File: config.mk
export PLATFORM = sky130hd
export DESIGN_NAME = bcgir_regs
export DESIGN_NICKNAME = d
export VERILOG_FILES = /design/src/rtl/bcgir_regs.v
export VERILOG_INCLUDE_DIRS = /design/src /design/src/inc
export SDC_FILE = /design/constraint.sdc
export NUM_CORES = 1
export LEC_CHECK = 0
export BUFFER_PORTS_ARGS = -buffer_cell sky130_fd_sc_hd__clkbuf_2
export CORE_MARGIN = 2
export CORE_UTILIZATION = 45
export CTS_BUF_LIST = sky130_fd_sc_hd__clkbuf_4 sky130_fd_sc_hd__clkbuf_8
export CTS_CLUSTER_SIZE = 8
export DETAILED_ROUTE_END_ITERATION = 8
export PLACE_DENSITY = 0.77
export SLEW_MARGIN = 10
export SYNTH_ARGS = -nofsm -noshare
export SYNTH_HDL_FRONTEND = slang
export SYNTH_SLANG_ARGS = --single-unit
File: constraint.sdc
create_clock -name clk -period 5.45 [get_ports clk]
set_clock_uncertainty 0.15 [all_clocks]
set_input_delay 0.2725 -clock clk [delete_from_list [all_inputs] [get_ports clk]]
set_output_delay 0.2725 -clock clk [all_outputs]
set_load 0.02 [all_outputs]
File: src/inc/bcgir_consts.vh
// Constants for the bridge control, GPIO and interrupt byte register block
// Assumes inclusion by the register block, its checker and the bench
`ifndef BCGIR_CONSTS_VH
`define BCGIR_CONSTS_VH
// ==========================================================
// Register offsets
`define BCGIR_OFS_CTRL       8'h78
`define BCGIR_OFS_GPIO       8'h78
`define BCGIR_OFS_IRQB       8'h7c
`define BCGIR_OFS_ISTAT      8'h8c
`define BCGIR_OFS_IMASK      8'h90
// ==========================================================
// Bridge control field positions
`define BCGIR_VGA_LO         4
`define BCGIR_VGA_HI         5
`define BCGIR_VGA16          6
`define BCGIR_MAMODE         7
`define BCGIR_PTMO           8
`define BCGIR_STMO           9
`define BCGIR_TMOSTAT        10
`define BCGIR_TMOERR         11
// ==========================================================
// GPIO field positions
`define BCGIR_GO_CLR_LO      12
`define BCGIR_GO_SET_LO      16
`define BCGIR_GE_CLR_LO      20
`define BCGIR_GE_SET_LO      24
`define BCGIR_GIN_LO         28
// ==========================================================
// Codes and reset values
`define BCGIR_VGA_OFF        2'h0
`define BCGIR_VGA_P2S        2'h1
`define BCGIR_VGA_S2P        2'h2
`define BCGIR_PIN_FWD        8'h01
`define BCGIR_PIN_REV        8'h00
`define BCGIR_RST_BYTE       8'h00
`define BCGIR_ALL_ONES       32'hffff_ffff
`define BCGIR_LONG_EXP       15
`define BCGIR_SHORT_EXP      10
`endif

File: src/rtl/bcgir_regs.v
// Upper bridge control fields, GPIO set/clear, secondary interrupt bytes
// Assumes synchronous inputs on clk; decode and timer requests come from the bridge core
`include "bcgir_consts.vh"

// Functional notes
// - VGA code 00 forwards nothing
// - VGA code 01 forwards primary to secondary
// - VGA code 10 forwards secondary to primary
// - VGA I/O decode uses 10 or 16 bits
// - Hidden master abort: all-ones reads, drop writes
// - Reported master abort: target abort or system error
// - Primary timer length select, read-only forward
// - Secondary timer length select, read-only reverse
// - Discard expiry sets write-one-clear status bit
// - Discard expiry error signalling when enabled, none in PCI-X mode
// - Four GPIO bits with set and clear fields
// - Read-write secondary interrupt line byte
// - Interrupt pin byte 01h forward, 00h reverse
module bcgir_regs #(
  parameter GPIO_W = 4
) (
  input  wire               clk,
  input  wire               rst,
  input  wire [7:0]         addr,
  input  wire [31:0]        wdata,
  input  wire               wr,
  input  wire               rd,
  output reg  [31:0]        rdata,
  input  wire               fwd_mode,
  input  wire               pcix_mode,
  input  wire               serr_en,
  input  wire               vga_mem_hit,
  input  wire               vga_io_hit,
  input  wire               vga_from_sec,
  input  wire [15:0]        vga_io_addr,
  output reg                vga_claim,
  input  wire               mabort,
  input  wire               mabort_is_read,
  input  wire               tabort_possible,
  output reg  [31:0]        mabort_rdata,
  output reg                mabort_drop,
  output reg                tabort_out,
  input  wire               pri_tmr_start,
  input  wire               sec_tmr_start,
  input  wire               dc_discarded,
  output reg                pri_tmr_exp,
  output reg                sec_tmr_exp,
  output reg                err_msg_out,
  output reg                serr_out,
  input  wire [GPIO_W-1:0]  gpio_in,
  output reg  [GPIO_W-1:0]  gpio_out,
  output reg  [GPIO_W-1:0]  gpio_oe,
  output reg                irq
);

  // ==========================================================
  // Helpers
  function [GPIO_W-1:0] setclr;
    input [GPIO_W-1:0] cur;
    input [GPIO_W-1:0] s;
    input [GPIO_W-1:0] c;
    begin
      setclr = (cur | (s & ~c)) & ~(c & ~s);
    end
  endfunction

  function [15:0] tmr_len;
    input sel;
    begin
      tmr_len = sel ? (16'h0001 << `BCGIR_SHORT_EXP) : (16'h0001 << `BCGIR_LONG_EXP);
    end
  endfunction

  // ==========================================================
  // State
  reg  [1:0]         vga_reg;
  reg                vga16_reg;
  reg                mamode_reg;
  reg                ptmo_reg;
  reg                stmo_reg;
  reg                tmostat_reg;
  reg                tmoerr_reg;
  reg  [7:0]         line_reg;
  reg  [1:0]         istat_reg;
  reg  [1:0]         imask_reg;
  reg  [15:0]        pcnt_reg;
  reg  [15:0]        scnt_reg;
  reg                prun_reg;
  reg                srun_reg;
  reg  [31:0]        rd_next;
  reg                vga_next;
  wire               pexp;
  wire               sexp;
  wire               expire;
  wire               dc_evt;
  wire [1:0]         ev;
  wire               wr_ctrl;
  wire               wr_gpio;
  wire               wr_istat;

  assign wr_ctrl  = wr && (addr == `BCGIR_OFS_CTRL);
  assign wr_gpio  = wr && (addr == `BCGIR_OFS_GPIO);
  assign wr_istat = wr && (addr == `BCGIR_OFS_ISTAT);
  assign pexp     = prun_reg && (pcnt_reg == 16'h0001);
  assign sexp     = srun_reg && (scnt_reg == 16'h0001);
  assign expire   = pexp | sexp;
  assign dc_evt   = expire & dc_discarded;
  assign ev       = {pexp | sexp, dc_evt};

  // ==========================================================
  // Control, interrupt line and interrupt mask register writes
  always @(posedge clk or posedge rst) begin
    if (rst) begin
      vga_reg    <= `BCGIR_VGA_OFF;
      vga16_reg  <= 1'b0;
      mamode_reg <= 1'b0;
      ptmo_reg   <= 1'b0;
      stmo_reg   <= 1'b0;
      tmoerr_reg <= 1'b0;
      line_reg   <= `BCGIR_RST_BYTE;
      imask_reg  <= 2'h0;
    end else begin
      if (wr_ctrl) begin
        vga_reg    <= wdata[`BCGIR_VGA_HI:`BCGIR_VGA_LO];
        vga16_reg  <= wdata[`BCGIR_VGA16];
        mamode_reg <= wdata[`BCGIR_MAMODE];
        if (!fwd_mode) begin
          ptmo_reg <= wdata[`BCGIR_PTMO];
        end
        if (fwd_mode) begin
          stmo_reg <= wdata[`BCGIR_STMO];
        end
        tmoerr_reg <= wdata[`BCGIR_TMOERR];
      end
      if (wr && (addr == `BCGIR_OFS_IRQB)) begin
        line_reg <= wdata[7:0];
      end
      if (wr && (addr == `BCGIR_OFS_IMASK)) begin
        imask_reg <= wdata[1:0];
      end
    end
  end

  // ==========================================================
  // Discard timers
  always @(posedge clk or posedge rst) begin
    if (rst) begin
      pcnt_reg <= 16'h0000;
      scnt_reg <= 16'h0000;
      prun_reg <= 1'b0;
      srun_reg <= 1'b0;
    end else begin
      if (pri_tmr_start) begin
        pcnt_reg <= tmr_len(ptmo_reg && !fwd_mode);
        prun_reg <= 1'b1;
      end else if (prun_reg) begin
        pcnt_reg <= pcnt_reg - 16'h0001;
        prun_reg <= !pexp;
      end
      if (sec_tmr_start) begin
        scnt_reg <= tmr_len(stmo_reg && fwd_mode);
        srun_reg <= 1'b1;
      end else if (srun_reg) begin
        scnt_reg <= scnt_reg - 16'h0001;
        srun_reg <= !sexp;
      end
    end
  end

  // ==========================================================
  // Status, interrupts, error signalling
  always @(posedge clk or posedge rst) begin
    if (rst) begin
      tmostat_reg <= 1'b0;
      istat_reg   <= 2'h0;
      pri_tmr_exp <= 1'b0;
      sec_tmr_exp <= 1'b0;
      err_msg_out <= 1'b0;
      serr_out    <= 1'b0;
      tabort_out  <= 1'b0;
      irq         <= 1'b0;
    end else begin
      if (dc_evt) begin
        tmostat_reg <= 1'b1;
      end else if (wr_ctrl && wdata[`BCGIR_TMOSTAT]) begin
        tmostat_reg <= 1'b0;
      end
      istat_reg   <= ev | (istat_reg & ~({2{wr_istat}} & wdata[1:0]));
      irq         <= |((ev | istat_reg) & imask_reg);
      pri_tmr_exp <= pexp;
      sec_tmr_exp <= sexp;
      err_msg_out <= expire && tmoerr_reg && fwd_mode && !pcix_mode;
      tabort_out  <= mabort && mamode_reg && tabort_possible;
      serr_out    <= (expire && tmoerr_reg && !fwd_mode && !pcix_mode) ||
                     (mabort && mamode_reg && !tabort_possible && serr_en);
    end
  end

  // ==========================================================
  // Master abort hiding
  always @(posedge clk or posedge rst) begin
    if (rst) begin
      mabort_rdata <= 32'h0000_0000;
      mabort_drop  <= 1'b0;
    end else begin
      mabort_rdata <= (mabort && !mamode_reg && mabort_is_read) ? `BCGIR_ALL_ONES
                                                               : 32'h0000_0000;
      mabort_drop  <= mabort && !mamode_reg && !mabort_is_read;
    end
  end

  // ==========================================================
  // GPIO
  always @(posedge clk or posedge rst) begin
    if (rst) begin
      gpio_out <= {GPIO_W{1'b0}};
      gpio_oe  <= {GPIO_W{1'b0}};
    end else if (wr_gpio) begin
      gpio_out <= setclr(gpio_out, wdata[`BCGIR_GO_SET_LO +: GPIO_W],
                         wdata[`BCGIR_GO_CLR_LO +: GPIO_W]);
      gpio_oe  <= setclr(gpio_oe, wdata[`BCGIR_GE_SET_LO +: GPIO_W],
                         wdata[`BCGIR_GE_CLR_LO +: GPIO_W]);
    end
  end

  // ==========================================================
  // VGA claim decode
  always @* begin
    vga_next = 1'b0;
    if (vga_reg == `BCGIR_VGA_P2S) begin
      vga_next = !vga_from_sec;
    end else if (vga_reg == `BCGIR_VGA_S2P) begin
      vga_next = vga_from_sec;
    end
    // 10 or 16 bit I/O decode
    if (vga_io_hit && vga16_reg && (vga_io_addr[15:10] != 6'h00)) begin
      vga_next = 1'b0;
    end
    if (!vga_mem_hit && !vga_io_hit) begin
      vga_next = 1'b0;
    end
  end

  always @(posedge clk or posedge rst) begin
    if (rst) begin
      vga_claim <= 1'b0;
    end else begin
      vga_claim <= vga_next;
    end
  end

  // ==========================================================
  // Read data
  always @* begin
    rd_next = 32'h0000_0000;
    if (addr == `BCGIR_OFS_CTRL) begin
      rd_next[`BCGIR_VGA_HI:`BCGIR_VGA_LO] = vga_reg;
      rd_next[`BCGIR_VGA16]   = vga16_reg;
      rd_next[`BCGIR_MAMODE]  = mamode_reg;
      rd_next[`BCGIR_PTMO]    = ptmo_reg;
      rd_next[`BCGIR_STMO]    = stmo_reg;
      rd_next[`BCGIR_TMOSTAT] = tmostat_reg;
      rd_next[`BCGIR_TMOERR]  = tmoerr_reg;
    end else if (addr == `BCGIR_OFS_IRQB) begin
      rd_next[7:0]  = line_reg;
      rd_next[15:8] = fwd_mode ? `BCGIR_PIN_FWD : `BCGIR_PIN_REV;
    end else if (addr == `BCGIR_OFS_ISTAT) begin
      rd_next[1:0] = istat_reg;
    end else if (addr == `BCGIR_OFS_IMASK) begin
      rd_next[1:0] = imask_reg;
    end
    if (addr == `BCGIR_OFS_GPIO) begin
      rd_next[`BCGIR_GO_SET_LO +: GPIO_W] = gpio_out;
      rd_next[`BCGIR_GE_SET_LO +: GPIO_W] = gpio_oe;
      rd_next[`BCGIR_GIN_LO +: GPIO_W]    = gpio_in;
    end
  end

  always @(posedge clk or posedge rst) begin
    if (rst) begin
      rdata <= 32'h0000_0000;
    end else begin
      rdata <= rd ? rd_next : 32'h0000_0000;
    end
  end

endmodule

# Word level (Yosys, flattened, before mapping)
# Index checks and enable logic that the tools add are counted.
[classes]
n_addsub = 2
eq_ne = 8
muxes = 28
n_bitwise = 23
reduce_logical = 42
[op_table]
columns = ["operator", "n"]
rows = [
  ["two-way mux 16 bit", 6],
  ["two-way mux 32 bit", 2],
  ["== test 16 x 1 -> 1 bit (second input constant)", 2],
  ["subtractor 16 x 1 -> 16 bit (second input constant)", 2],
  ["AND 4 bit", 6],
  ["logical AND 1 bit", 24],
  ["NOT 4 bit", 6],
  ["== test 8 x 7 -> 1 bit (second input constant)", 2],
  ["== test 8 bit (second input constant)", 2],
  ["two-way mux 8 bit", 2],
  ["two-way mux 4 bit", 3],
  ["two-way mux 1 bit", 11],
  ["zero test 1 bit", 10],
  ["OR 4 bit", 2],
  ["two-way mux 7 bit", 1],
  ["AND 2 bit", 3],
  ["two-way mux 2 bit", 3],
  ["nonzero test 2 bit", 3],
  ["nonzero test 6 bit", 1],
  ["OR 2 bit", 2],
  ["AND reduction 2 bit", 2],
  ["== test 2 x 1 -> 1 bit (second input constant)", 1],
  ["== test 2 bit (second input constant)", 1],
  ["NOT 2 bit", 1],
  ["5 further kinds", 5],
]
[word_totals]
register_bits = 134
inputBits = 76
out_inout_bits = 80
word_cells = 129

# Longest topological paths before layout
[depth]
depth_word = 7
ltp_mapped = 7
mapped_depth_nobuf = 6

# Worst setup path after synthesis
# OpenSTA, ideal clock, no wires.
[synth_timing]
kind = "register to register"
start = "reg pcnt_reg[0]"
end = "reg pcnt_reg[14]"
setup_time_ns = 0.078
t_arrival_ns = 1.667
required_time_ns = 5.222
slack_ns = 3.555
path_stages_with_launch = 7
n_path_buf = 0
synth_period_minus_slack_ns = 1.895
cell_sequence = "dfrtp_1 inv_1 ha_1 nor3b_1 nand2_1 or3_1 a21oi_1"
[synth_via]
elab_chain_cells = 3
[synth_rtl]
columns = ["item", "line_no", "text"]
rows = [
  ["start: declaration", "bcgir_regs.v:86", "reg [15:0] pcnt_reg;"],
  ["start signal: assignment", "bcgir_regs.v:154", "pcnt_reg <= tmr_len(ptmo_reg && !fwd_mode);"],
  ["start signal: assignment", "bcgir_regs.v:157", "pcnt_reg <= pcnt_reg - 16'h0001;"],
  ["subtractor 16 x 1 -> 16 bit", "bcgir_regs.v:157", ""],
  ["two-way mux 16 bit", "bcgir_regs.v:156", "end else if (prun_reg) begin"],
  ["two-way mux 16 bit", "bcgir_regs.v:153", "if (pri_tmr_start) begin"],
]
# Every way passes these cells. The select of a mux whose other input is x is not followed.
# A chain may end at the register's enable or synchronous reset.

# Worst setup path in the final report
[layout_timing]
start = "reg pcnt_reg[1]"
end = "reg pcnt_reg[14]"
# The elaborated chain is that of the path after synthesis.

==> out/results.tsv <==
stage	metric	value	unit
timing	Slew headroom	0.344	
floorplan	I/O Pins	156	
final_layout	cell area after layout	5500	um^2
placed_design	DP Area	5080	um^2
final_layout	most frequent cells in the layout	133 x clkbuf_2, 95 x dfrtp_1, 40 x nor2_1, 31 x nand2_1, 22 x dlygate4sd3_1	
worst_setup_path	slowest cell on the critical path	nor3b_1	
final_layout	Final #Nets	623	
routing	via count	3519	
timing	Hold WS	0.0151	ns
worst_setup_path	Critical Path Max Stage Delay	0.56	ns
run	max-cap viol count	0	
clock_tree	H-Tree Level Count	3	
clock_tree	Worst-Skew Late Latency	0.36	ns
worst_setup_path	crit path max fanout	5	
worst_setup_path	Reg2Reg Depth	6	
routing	number of remaining DRC errors	0	
pwr	Worst VDD drop	0.000147	V
worst_setup_path	r2r setup slk	3.16	ns
worst_setup_path	Startpoint Class	flip-flop	
routing	number of routed nets with antenna violations	0	
logic_synthesis	flop and latch count out of synthesis	95	
placed_design	RD Place Congestion	0.798	
timing	min Tclk post-route	2.29	ns
hold_path	hold depth	2	
floorplan	full die area	11000	um^2
hold_path	Hold Path Origin	wdata[9]	
final_layout	flip-flop and latch area	2380	um^2
grt	global route overflow	0	
logic_synthesis	Cells after Synth	421	
worst_setup_path	reg2reg end	pcnt_reg[14]	
final_layout	layout cells sized above 1	0.327	
grt	number of global-route vias before repair	3486	
worst_setup_path	Cell Chain, Critical Path	inv_1 > ha_1 > nor3b_1 > nand2_1 > or3_1 > a21oi_1	
clock_tree	Clock Path Buffers	2	
grt	initial antenna violation count	0	
pwr	PwrDens	359	nW/um^2
logic_synthesis	Seq/Total Area, Yosys	0.520	
routing	Vias/cell	5.17	
pwr	Pleak	2.85	nW
final_layout	Area Growth Syn to Fin	20.5	%
placed_design	port buffer count	133	
timing	fin crit share	0.419	
routing	Iteration-0 DRC Markers	198	
logic_synthesis	Ys Warns	0	
worst_setup_path	Worst Path Arrival	2.41	ns
final_layout	max reg flops	24	
logic_synthesis	Cell Area, Synth	4570	um^2
timing	final setup margin	3.16	ns
outcome	status	finished, final reports clean	
final_layout	leading cell type in the layout, fill and taps excluded	clkbuf_2	
grt	first-pass GRT wire length	16.6	mm
placed_design	# placed instances	643	
timing	fin. max-slew vios	0	
routing	final wirelength	9.77	mm
clock_tree	CTS Buf Count	9	
clock_tree	CTS Root Cell	clkbuf_8	
grt	All-Layer GR Usage	0.188	
worst_setup_path	Buf/Inv on CP	1	
final_layout	footprint of the multi-input gates	1830	um^2
logic_synthesis	Post-synth EDFFs	0	
worst_setup_path	critical path class	reg2reg	
final_layout	post-route insts no fill	681	
placed_design	DP Wirelength	6.97	mm
placed_design	Place WS	3.17	ns
routing	wire per inst	14.4	um
routing	First-pass DRT Iterations	4	
clock_tree	Worst-path clk slew	0.09	ns
timing	hold violation total from the final report	0	
logic_synthesis	asr flop ratio synth	1.00	
logic_synthesis	Top FF cell, synth	dfrtp_1	
logic_synthesis	Mean Syn Cell Area	10.9	um^2
timing	Fmax achieved	0.438	GHz
floorplan	Initial Utilization	0.465	
logic_synthesis	Cell variety after synth	57	
timing	RSZ-0062 raised after global routing	no	
pwr	Overall Power	1.98	mW
hold_path	hold crit path type	in2reg	
clock_tree	clk sinks	95	
timing	setup TNS	0	ns
floorplan	row cnt	36	
final_layout	# fillers	850	
timing	Slew @ Worst Pin	0.979	ns
clock_tree	TritonCTS clock tree	done	
grt	pin count of the biggest net entering global routing	59	
worst_setup_path	Crit path max-delay family	simple AND/OR/NAND/NOR gates	
timing	count of final setup violators	0	
clock_tree	post-CTS sizing	0	
worst_setup_path	worst r2r src	pcnt_reg[1]	
final_layout	# diodes	0	
worst_setup_path	Data required, critical path	5.58	ns
hold_path	WHS Endpoint	stmo_reg	
floorplan	die width	105	um
final_layout	Core Util, Final	0.561	
floorplan	chip height	105	um
floorplan	Core ar.	9820	um^2
worst_setup_path	Setup crit end kind	flip-flop	
-- how the worst max path moves through the flow --
stage                      from      endpoint  depth (start not counted)
global route        pcnt_reg[1]  pcnt_reg[14]                          6
CTS                 pcnt_reg[1]  pcnt_reg[14]                          6
finish              pcnt_reg[1]  pcnt_reg[14]                          6
floorplan                   rst   err_msg_out                          1
detailed placement      addr[1]      ptmo_reg                          5
global placement        addr[1]      rdata[8]                          5
-- synthesized netlist by cell type, drive strengths merged (2+ instances only) --
cell type	count	area [um^2]
mux2	12	135
a22o	7	61.3
o21a	2	15.0
o31a	2	17.5
nand4b	4	35.0
ha	4	50.1
nand3	12	65.1
inv	9	33.8
a211oi	4	30.0
a21oi	13	65.1
nor4	9	138
o31ai	2	15.0
o22a	8	70.1
nor3	10	60.1
nor2	40	150
nand2	31	116
clkbuf	6	23.8
or3b	2	17.5
nand3b	5	41.3
xor2	17	149
buf	46	330
dfrtp	95	2380
xnor2	3	26.3
or2	2	12.5
o41ai	2	25.0
and2	14	87.6
and3	4	25.0
a21boi	8	60.1
or4	2	15.0
nand4	9	56.3
nor3b	7	52.6
o21ai	9	45.0
or3	3	18.8
nand2b	4	25.0
or4b	2	23.8
-- metal layers --
metal | up-vias | share of wire | wire length (um) | global-route usage
met5 | - | 0 | 0 | 0
met4 | 0 | 0.026 | 254 | 0.0781
met3 | 21 | 0.070 | 684 | 0.0518
met2 | 129 | 0.48 | 4710 | 0.315
met1 | 1701 | 0.42 | 4130 | 0.228
li1 | 1668 | - | - | -
-- cells by family (layout without fill, tap and decap cells) --
| family | count (synthesis) | count (layout) | synth area share |
|---|---|---|---|
| XOR/XNOR | 20 | 20 | 0.0383 |
| AND/OR/NAND/NOR | 165 | 165 | 0.215 |
| adder cells (fa/ha/maj) | 4 | 4 | 0.0110 |
| other | 1 | 8 | 0.000821 |
| flip-flops | 95 | 95 | 0.520 |
| AO/OA/AOI/OAI | 62 | 62 | 0.0978 |
| buffers and inverters | 61 | 181 | 0.0849 |
| multiplexers | 13 | 13 | 0.0318 |
-- timing repair --
action                    4_1_cts  5_1_grt
hold endpoints to repair       59        1
setup buffers                   0        0
hold buffers                   21        1
-- area by class of cell --
| class | instances | share of cell area |
|---|---|---|
| repair buffers | 156 | 0.162 |
| clock buffers | 11 | 0.0264 |
| multi-input cells | 272 | 0.332 |
| well taps | 133 | 0.0302 |
| flip-flops and latches | 95 | 0.432 |
| inverters | 9 | 0.00637 |
| clock inverters | 5 | 0.0105 |
-- power by group --
group | internal, mW | total (mW) | switching [mW]
clock network | 0.230 | 0.472 | 0.242
logic | 0.251 | 0.564 | 0.313
registers | 0.809 | 0.941 | 0.131
Note: power is estimated with default switching activity, not from simulation.
